$ cat config.mk
export PLATFORM = sky130hd
export DESIGN_NAME = ldo_regs
export DESIGN_NICKNAME = d
export VERILOG_FILES = /design/src/ldo_pkg.sv /design/src/ldo_chan_regs.sv /design/src/ldo_regs.sv
export SDC_FILE = /design/constraint.sdc
export NUM_CORES = 1
export LEC_CHECK = 0
export ABC_AREA = 1
export BUFFER_PORTS_ARGS = -buffer_cell sky130_fd_sc_hd__clkbuf_2
export CORE_AREA = 2 2 67 82
export DETAILED_ROUTE_END_ITERATION = 12
export DIE_AREA = 0 0 69 84
export HOLD_SLACK_MARGIN = 0.15
export PLACE_DENSITY_LB_ADDON = 0.25
export SLEW_MARGIN = 20
export SYNTH_ARGS = -nofsm -noshare
export SYNTH_HDL_FRONTEND = slang
export SYNTH_SLANG_ARGS = --single-unit
$ cat constraint.sdc
create_clock -name sys_clk -period 1.5 [get_ports sys_clk]
set_clock_uncertainty 0.2 [all_clocks]
set_input_delay 0.075 -clock sys_clk [delete_from_list [all_inputs] [get_ports sys_clk]]
set_output_delay 0.075 -clock sys_clk [all_outputs]
set_load 0.005 [all_outputs]
$ cat src/ldo_pkg.sv
// package for the three-channel regulator control register bank
// assumes: one 8-bit register port, byte addresses as printed
package ldo_pkg;
    // ==============================================================
    // register map
    localparam logic [7:0] LDO_CH5_VSEL_ADDR = 8'h54;
    localparam logic [7:0] LDO_CH5_CTRL_ADDR = 8'h55;
    localparam logic [7:0] LDO_CH6_VSEL_ADDR = 8'h60;
    localparam logic [7:0] LDO_CH6_CTRL_ADDR = 8'h61;
    localparam logic [7:0] LDO_CH7_VSEL_ADDR = 8'h64;
    localparam logic [7:0] LDO_CH7_CTRL_ADDR = 8'h65;
    localparam logic [7:0] LDO_IRQ_STAT_ADDR = 8'h68;
    localparam logic [7:0] LDO_IRQ_MASK_ADDR = 8'h69;
    // ==============================================================
    // field positions and reset values
    localparam int LDO_CTRL_ON_BIT = 7;
    localparam int LDO_CTRL_BLEED_BIT = 6;
    localparam int LDO_CTRL_SAVER_BIT = 5;
    localparam int LDO_CTRL_DLY_HI = 4;
    localparam int LDO_CTRL_DLY_LO = 2;
    localparam int LDO_CTRL_FLT_BIT = 1;
    localparam int LDO_CTRL_PG_BIT = 0;
    localparam int LDO_NUM_CH = 3;
    localparam logic [5:0] LDO_VSEL_RST = 6'h00;
    localparam logic [6:0] LDO_CTRL_RST = 7'h00;
    localparam logic [2:0] LDO_MASK_RST = 3'h0;

    // one channel's control outputs toward the analog regulator
    typedef struct packed {
        logic [5:0] output_level_code;
        logic regulator_on;
        logic output_bleed_enable;
        logic quiescent_saver_mode;
        logic [2:0] turn_on_delay_code;
        logic fault_irq_allow;
    } ldo_chan_ctl_t;

    // register port request
    typedef struct packed {
        logic [7:0] addr;
        logic [7:0] wdata;
        logic wr;
        logic rd;
    } ldo_req_t;
endpackage

$ cat src/ldo_chan_regs.sv
// one regulator channel: voltage code and control byte storage
// assumes: decode of write strobes done by the parent
`timescale 1ns/1ps
`default_nettype none
module ldo_chan_regs
    import ldo_pkg::*;
(
    input wire logic sys_clk, // system clock
    input wire logic rst, // synchronous reset, high
    input wire logic vsel_we, // write voltage register
    input wire logic ctrl_we, // write control register
    input wire logic [7:0] wdata, // write data
    output var ldo_pkg::ldo_chan_ctl_t ctl // stored fields
);
    ldo_chan_ctl_t ctl_q;
    assign ctl = ctl_q;

    // ==============================================================
    // storage; upper voltage bits are never stored
    always_ff @(posedge sys_clk) begin
        if (rst) begin
            ctl_q.output_level_code <= LDO_VSEL_RST;
            {ctl_q.regulator_on, ctl_q.output_bleed_enable, ctl_q.quiescent_saver_mode,
             ctl_q.turn_on_delay_code, ctl_q.fault_irq_allow} <= LDO_CTRL_RST;
        end else begin
            if (vsel_we) begin
                ctl_q.output_level_code <= wdata[5:0];
            end
            if (ctrl_we) begin
                ctl_q.regulator_on <= wdata[LDO_CTRL_ON_BIT];
                ctl_q.output_bleed_enable <= wdata[LDO_CTRL_BLEED_BIT];
                ctl_q.quiescent_saver_mode <= wdata[LDO_CTRL_SAVER_BIT];
                ctl_q.turn_on_delay_code <= wdata[LDO_CTRL_DLY_HI:LDO_CTRL_DLY_LO];
                ctl_q.fault_irq_allow <= wdata[LDO_CTRL_FLT_BIT];
            end
        end
    end
endmodule
`default_nettype wire

$ cat src/ldo_regs.sv
// register bank for three regulator channels with fault interrupt
// assumes: single clock, 8-bit register port, analog status synchronous
`timescale 1ns/1ps
`default_nettype none
module ldo_regs
    import ldo_pkg::*;
(
    input wire logic sys_clk, // 10 MHz clock
    input wire logic rst, // synchronous reset, high
    input wire logic [7:0] reg_addr, // register address
    input wire logic [7:0] reg_wdata, // write data
    input wire logic reg_wr, // write strobe
    input wire logic reg_rd, // read strobe
    output logic [7:0] reg_rdata, // read data, cycle after strobe
    input wire logic [2:0] power_good, // per-channel power good
    input wire logic [2:0] fault, // per-channel fault events
    output var ldo_pkg::ldo_chan_ctl_t ch5_ctl, // channel 5 controls
    output var ldo_pkg::ldo_chan_ctl_t ch6_ctl, // channel 6 controls
    output var ldo_pkg::ldo_chan_ctl_t ch7_ctl, // channel 7 controls
    output logic irq // level interrupt
);
    import ldo_pkg::*;

    // ==============================================================
    // address decode
    ldo_req_t req;
    ldo_chan_ctl_t ctl [LDO_NUM_CH];
    logic [7:0] vsel_addr [LDO_NUM_CH];
    logic [7:0] ctrl_addr [LDO_NUM_CH];
    logic [7:0] rdata_d, rdata_q;
    logic [2:0] stat_q, stat_d, mask_q;
    logic [2:0] fault_ev;
    wire stat_rd;
    wire mask_wr;

    assign req = '{addr: reg_addr, wdata: reg_wdata, wr: reg_wr, rd: reg_rd};
    assign vsel_addr[0] = LDO_CH5_VSEL_ADDR;
    assign vsel_addr[1] = LDO_CH6_VSEL_ADDR;
    assign vsel_addr[2] = LDO_CH7_VSEL_ADDR;
    assign ctrl_addr[0] = LDO_CH5_CTRL_ADDR;
    assign ctrl_addr[1] = LDO_CH6_CTRL_ADDR;
    assign ctrl_addr[2] = LDO_CH7_CTRL_ADDR;
    assign stat_rd = req.rd && (req.addr == LDO_IRQ_STAT_ADDR);
    assign mask_wr = req.wr && (req.addr == LDO_IRQ_MASK_ADDR);

    // control byte as read: stored fields plus live power good
    function automatic logic [7:0] ctrl_byte(input ldo_chan_ctl_t c, input logic pg);
        ctrl_byte = {c.regulator_on, c.output_bleed_enable, c.quiescent_saver_mode,
                     c.turn_on_delay_code, c.fault_irq_allow, pg};
    endfunction

    // ==============================================================
    // channel storage
    genvar g;
    generate
        for (g = 0; g < LDO_NUM_CH; g++) begin : g_ch
            ldo_chan_regs u_ch (
                .sys_clk(sys_clk),
                .rst(rst),
                .vsel_we(req.wr && (req.addr == vsel_addr[g])),
                .ctrl_we(req.wr && (req.addr == ctrl_addr[g])),
                .wdata(req.wdata),
                .ctl(ctl[g])
            );
            // faults count only when the channel allows them
            assign fault_ev[g] = fault[g] && ctl[g].fault_irq_allow;
        end
    endgenerate

    assign ch5_ctl = ctl[0];
    assign ch6_ctl = ctl[1];
    assign ch7_ctl = ctl[2];

    // ==============================================================
    // read mux; unmapped addresses read zero
    always_comb begin
        rdata_d = 8'h00;
        case (req.addr)
            LDO_CH5_VSEL_ADDR: rdata_d = {2'h0, ctl[0].output_level_code};
            LDO_CH6_VSEL_ADDR: rdata_d = {2'h0, ctl[1].output_level_code};
            LDO_CH7_VSEL_ADDR: rdata_d = {2'h0, ctl[2].output_level_code};
            LDO_CH5_CTRL_ADDR: rdata_d = ctrl_byte(ctl[0], power_good[0]);
            LDO_CH6_CTRL_ADDR: rdata_d = ctrl_byte(ctl[1], power_good[1]);
            LDO_CH7_CTRL_ADDR: rdata_d = ctrl_byte(ctl[2], power_good[2]);
            LDO_IRQ_STAT_ADDR: rdata_d = {5'h00, stat_q};
            LDO_IRQ_MASK_ADDR: rdata_d = {5'h00, mask_q};
            default: rdata_d = 8'h00;
        endcase
    end

    // sticky status: a new event wins over the clearing read
    assign stat_d = (stat_rd ? 3'h0 : stat_q) | fault_ev;

    // ==============================================================
    // status, mask and read data registers
    always_ff @(posedge sys_clk) begin
        if (rst) begin
            stat_q <= 3'h0;
            mask_q <= LDO_MASK_RST;
            rdata_q <= 8'h00;
        end else begin
            stat_q <= stat_d;
            if (mask_wr) begin
                mask_q <= req.wdata[2:0];
            end
            // read data stand only in the cycle after the strobe
            rdata_q <= req.rd ? rdata_d : 8'h00;
        end
    end

    assign reg_rdata = rdata_q;
    assign irq = |(stat_q & mask_q);
endmodule
`default_nettype wire

==> run summary, run 1 <==
outcome -> complete, no violations
FF+latch count, synth -> 53
fmax -> 705.9 MHz
distinct cell type count after synthesis -> 21
worst path required time -> 1.49 ns
TritonRoute pass-1 iters -> 4
Clk pwr share -> 38.4%
CTS root buf -> clkbuf_8
final setup violation count -> 0
Num CTS Buffers -> 5
fin crit period -> 1.417 ns
sequential share of power -> 53.3%
compound-gate portion of the synthesized area -> 16.38%
initial DRC count -> 164
Die X -> 69 um
CP max FO -> 12
Worst-path clk slew -> 0.10 ns
Die Span Y -> 84 um
Relative slew margins -> 73.41%
Initial Util -> 49.31%
post-synthesis simple-gate area fraction -> 30.82%
post-synthesis mux area share -> 0%
layout cell share with drive strength beyond 1 -> 27.01%
setup TNS -> 0 ns
most frequent cells in the layout -> 73 x clkbuf_2, 65 x nand2_1, 54 x nand3_1, 53 x dfxtp_1, 51 x a21oi_1
clock latency on the worst-skew pair -> 0.31 ns
CORE AREA -> 5080 um2
placed instance area -> 2953 um2
Vias -> 2661
largest net degree at the start of global routing -> 21
most common cell after layout, fill and taps aside -> clkbuf_2
detailed-route wire length -> 6946 um
fin area -> 3256 um2
pwr/cell area -> 813.1 nW/um2
reg2reg path depth -> 4
Syn Area/Cell -> 7.177 um2
Clock Tree Buf Depth -> 2
worst hold path type -> in -> reg
cell-internal power -> 2043 uW
Antenna Cells -> 0
synthesized area -> 2505 um2
clk sinks -> 53
RSZ-0062 raised after global routing -> true
Logic pwr share -> 8.3%
DRC violations left -> 0
post-synth net total -> 375
dpl hpwl -> 5073 um
via/cell ratio -> 5.218
Slew Limit Fails -> 0
adder-cell share of the synthesized area -> 0%
antenna-violating nets left -> 0
row count -> 29
H-tree depth -> 2
final hold vios -> 0
initial antenna violation count -> 0
Final Cycle Share -> 94.45%
sequential-to-total area share from yosys stat -> 42.36%
CTS tree -> built
# nets final -> 473
Synth Instances -> 349
xor/xnor share of the synthesized area -> 0%
first-pass GRT wire length -> 11060 um
IO Port Bufs -> 73
gr usage total -> 23.44%
hold path depth -> 7
Max VDD drop -> 634.4 uV
total net switching power -> 604.2 uW
Crit Path Category -> in -> reg
final core occ -> 64.09%
vias in the first global route -> 2388
Worst Tran Pin Value -> 0.3977 ns
startpoint types -> input port
Leakage -> 0.001453 uW
grt ovf -> 0
Arr. time, crit path -> 1.41 ns
die area -> 5796 um2
Critical Path Sink Type -> flop
largest family of logic cells by synthesized area -> simple AND/OR/NAND/NOR gates
Area Overhead vs Synth -> 29.97%
switching share of power -> 22.83%
routed len/inst -> 13.62 um
max-cap violations -> 0
Final Wtd Congestion -> 0.8754
# IOs -> 74
Yosys Warn Count -> 0
==> synthesized netlist by cell type <==
| cell | number | area share [%] |
|---|---|---|
| o21ai_0 | 29 | 5.8 |
| nand2_1 | 65 | 9.7 |
| nor2_8 | 1 | 0.80 |
| buf_2 | 2 | 0.40 |
| nand2_2 | 8 | 2.0 |
| nor2_1 | 19 | 2.8 |
| a21oi_1 | 51 | 10 |
| nand3_2 | 2 | 0.80 |
| inv_2 | 6 | 0.90 |
| nor3_1 | 1 | 0.20 |
| nand2_4 | 2 | 0.90 |
| nor2_2 | 1 | 0.25 |
| inv_1 | 35 | 5.2 |
| nand3_4 | 1 | 0.70 |
| buf_6 | 5 | 2.2 |
| nor2_4 | 4 | 1.8 |
| clkbuf_1 | 5 | 0.75 |
| o21ai_1 | 2 | 0.40 |
| nand3_1 | 54 | 11 |
| buf_4 | 3 | 0.90 |
| dfxtp_1 | 53 | 42 |
==> layer usage <==
metal	global-route usage [%]	wire length (um)	up-vias
met5	0	0	-
met4	7.843	71	0
met3	3.744	379	6
met2	40.73	3593	89
met1	29.33	2902	1225
li1	-	-	1341
==> power groups by stage <==
stage,Sequential [uW],Combinational (uW),Clock [uW]
floorplan,1440,97.5,0
global placement,1440,179,0
detailed placement,1440,181,0
CTS,1410,219,1030
global route,1410,241,1090
finish,1410,221,1020
==> flip-flops by register name, indices dropped and copies added, names as in the netlist <==
| register | flops |
|---|---|
| mask_q | 3 |
| reg_rdata | 8 |
| g_ch.u_ch.ctl | 39 |
| stat_q | 3 |
==> logic make-up after synthesis <==
family / after synthesis
and+or+nand+nor: 158
AOI/OAI and AO/OA: 82
buffers and inverters: 56
DFF: 53
==> path summary, 6_finish.rpt <==
path | start | to | slack [ns]
worst min-delay path | reg_addr[6] | reg_rdata[0] | 0.16
worst max register to register | g_ch[1].u_ch.ctl[2] | reg_rdata[3] | 0.43
worst max-delay path | reg_wr | g_ch[0].u_ch.ctl[8] | 0.08
worst min register to register | g_ch[0].u_ch.ctl[7] | g_ch[0].u_ch.ctl[7] | 0.27
==> stage by stage <==
| step | power (uW) | setup WS (ns) | cells | hold WS (ns) |
|---|---|---|---|---|
| CTS | 2661 | 0.06359 | 510 | 0.1530 |
| global placement | 1622 | 0.08237 | 484 | 0.1124 |
| global route | 2737 | -0.03088 | 510 | 0.1922 |
| detailed placement | 1624 | 0.003957 | 484 | 0.1205 |
| floorplan | 1540 | 0.2948 | 349 | -0.05593 |
| finish | 2647 | 0.08331 | 510 | 0.1565 |
==> final cells by class <==
class                      count  area [um2]
clock inverter                 2       37.54
fill                         479        1824
multi-input combinational    240        1182
clock buffer                   6       82.58
tap                           62       77.57
timing repair buffer         106       660.6
inverter                      41       153.9
sequential                    53        1061
==> critical path, cell delays in order <==
cell           delay (ns)
clkbuf_2             0.09
dlygate4sd3_1        0.57
nand3_1              0.31
o21ai_0              0.30
a21oi_1              0.06
==> timing repair <==
| action | in CTS | in global routing |
|---|---|---|
| hold endpoints to repair | 52 | 0 |
| hold buffers | 18 | 0 |
| gates resized for setup | 0 | 1 |
| setup buffers | 0 | 0 |
| endpoints found under the setup margin | 0 | 8 |
Power figures use the tool's default switching activity.
==> run 2: changes to the inputs <==
Settings changed: GPL_TIMING_DRIVEN set to 0.
==> run summary, run 2 (synthesized netlist as in run 1, its figures left out) <==
startpoint types -> flop
IO Port Bufs -> 72 (-1.4%)
most common cell after layout, fill and taps aside -> clkbuf_2
Critical Path Sink Type -> flop
fin area -> 3313 um2 (+1.8%)
Relative slew margins -> 63.75% (-9.7 points)
# IOs -> 74 (unchanged)
placed instance area -> 2943 um2 (-0.34%)
Leakage -> 0.001472 uW (+1.3%)
Die Span Y -> 84 um (unchanged)
H-tree depth -> 2 (unchanged)
die area -> 5796 um2 (unchanged)
CORE AREA -> 5080 um2 (unchanged)
row count -> 29 (unchanged)
max-cap violations -> 0 (unchanged)
number of flip-flops in the largest register -> 39 (unchanged)
gr usage total -> 25.06% (+1.6 points)
Antenna Cells -> 0 (unchanged)
routed len/inst -> 14.32 um (+5.1%)
setup TNS -> 0 ns (unchanged)
layout cell share with drive strength beyond 1 -> 27.69% (+0.68 points)
Arr. time, crit path -> 1.45 ns (+0.04 ns)
Worst Tran Pin Value -> 0.5438 ns (+0.1460 ns)
Vias -> 2775 (+4.3%)
Final Cycle Share -> 93.26% (-1.2 points)
TritonRoute pass-1 iters -> 5 (+1)
Die X -> 69 um (unchanged)
Crit Path Category -> reg -> reg
worst path required time -> 1.56 ns (+0.07 ns)
detailed-route wire length -> 7402 um (+6.6%)
dpl hpwl -> 5157 um (+1.7%)
Register Area -> 1062 um2 (+0.12%)
Clock Tree Buf Depth -> 2 (unchanged)
clock latency on the worst-skew pair -> 0.30 ns (about the same)
DRC violations left -> 0 (unchanged)
Num CTS Buffers -> 5 (unchanged)
clk sinks -> 53 (unchanged)
initial antenna violation count -> 0 (unchanged)
final setup violation count -> 0 (unchanged)
fin crit period -> 1.399 ns (-0.01775 ns)
Area Overhead vs Synth -> 32.27%
multi-input logic area -> 1190 um2 (+0.64%)
Final Wtd Congestion -> 0.8645 (-1.2%)
initial DRC count -> 152 (-7.3%)
antenna-violating nets left -> 0 (unchanged)
fillers -> 471 (-1.7%)
first-pass GRT wire length -> 11820 um (+6.9%)
Worst-path clk slew -> 0.10 ns (about the same)
outcome -> complete, no violations
largest net degree at the start of global routing -> 17 (-19%)
Initial Util -> 49.31% (unchanged)
most frequent cells in the layout -> 73 x clkbuf_2, 65 x nand2_1, 54 x nand3_1, 52 x dfxtp_1, 51 x a21oi_1
pwr/cell area -> 803.0 nW/um2 (-1.2%)
grt ovf -> 0 (unchanged)
RSZ-0062 raised after global routing -> false
Max VDD drop -> 662.4 uV (+4.4%)
CTS root buf -> clkbuf_8
# nets final -> 480 (+1.5%)
worst hold path type -> in -> reg
vias in the first global route -> 2497 (+4.6%)
final hold vios -> 0 (unchanged)
fmax -> 714.8 MHz (+1.3%)
via/cell ratio -> 5.368 (+2.9%)
CP max FO -> 4 (-8)
Slew Limit Fails -> 0 (unchanged)
CTS tree -> built
[run 2: cell types whose count changed in the layout (fill, tap and decap cells not counted), moves of 2 or more]
cell	previous run	this run
buf_4	15	11
buf_6	0	5
buf_2	0	2
clkbuf_1	0	4
[run 2: final cells by class]
cell class | count | share of cell area (%)
Inverter | 41 | 4.645
Buffer | 15 | 3.285
Clock inverter | 2 | 1.133
Multi-Input combinational cell | 240 | 35.91
Sequential cell | 53 | 32.06
Clock buffer | 6 | 2.492
Tap cell | 62 | 2.341
Timing Repair Buffer | 98 | 18.13
[run 2: final timing paths]
check / from / end / slack, ns / cells after the start
worst max-delay path: g_ch[0].u_ch.ctl[0] / stat_q[0] / 0.10 / 3
worst min-delay path: reg_addr[4] / reg_rdata[0] / 0.14 / 7
worst max register to register: g_ch[0].u_ch.ctl[0] / stat_q[0] / 0.10 / 3
worst min register to register: g_ch[0].u_ch.ctl[12] / g_ch[0].u_ch.ctl[12] / 0.27 / 2
[run 2: repair_timing]
item | 4_1_cts | 5_1_grt
gates resized for setup | 0 | 6
endpoints found under the hold margin | 53 | 0
hold buffers | 18 | 0
buffers inserted | 0 | 8
setup endpoints to repair | 0 | 9
[run 2: metrics by stage]
step / setup WS, ns / util [%] / hold slack, ns / total power [uW] / instances
6_report: 0.1011 / 65.22 / 0.1376 / 2660 / 517
5_1_grt: 0.01308 / 65.22 / 0.1641 / 2753 / 517
4_1_cts: 0.01122 / 63.84 / 0.1014 / 2653 / 509
3_5_place_dp: 0.01983 / 57.93 / 0.1132 / 1622 / 483
3_3_place_gp: 0.04340 / 57.93 / 0.1083 / 1620 / 483
2_1_floorplan: 0.2948 / - / -0.05593 / 1540 / 349
[run 2: where the power goes]
part / internal, uW / leakage (uW) / switching [uW] / total [uW]
Combinational: 91.3 / 0.000987 / 140 / 231
Clock: 543 / 0.0000574 / 477 / 1020
Sequential: 1410 / 0.000427 / 1.69 / 1410
[run 2: critical path, stage by stage (launching register included)]
cell,delay [ns]
dfxtp_2,0.37
nand2_1,0.08
a21oi_1,0.15
dlygate4sd3_1,0.55
[run 2: per-layer routing]
layer / part of all wire [%] / vias to the layer above / GRT usage (%)
li1: - / 1357 / -
met1: 40 / 1270 / 30.55
met2: 50 / 124 / 42.92
met3: 6.8 / 24 / 4.469
met4: 3.5 / 0 / 10.87
met5: 0 / - / 0
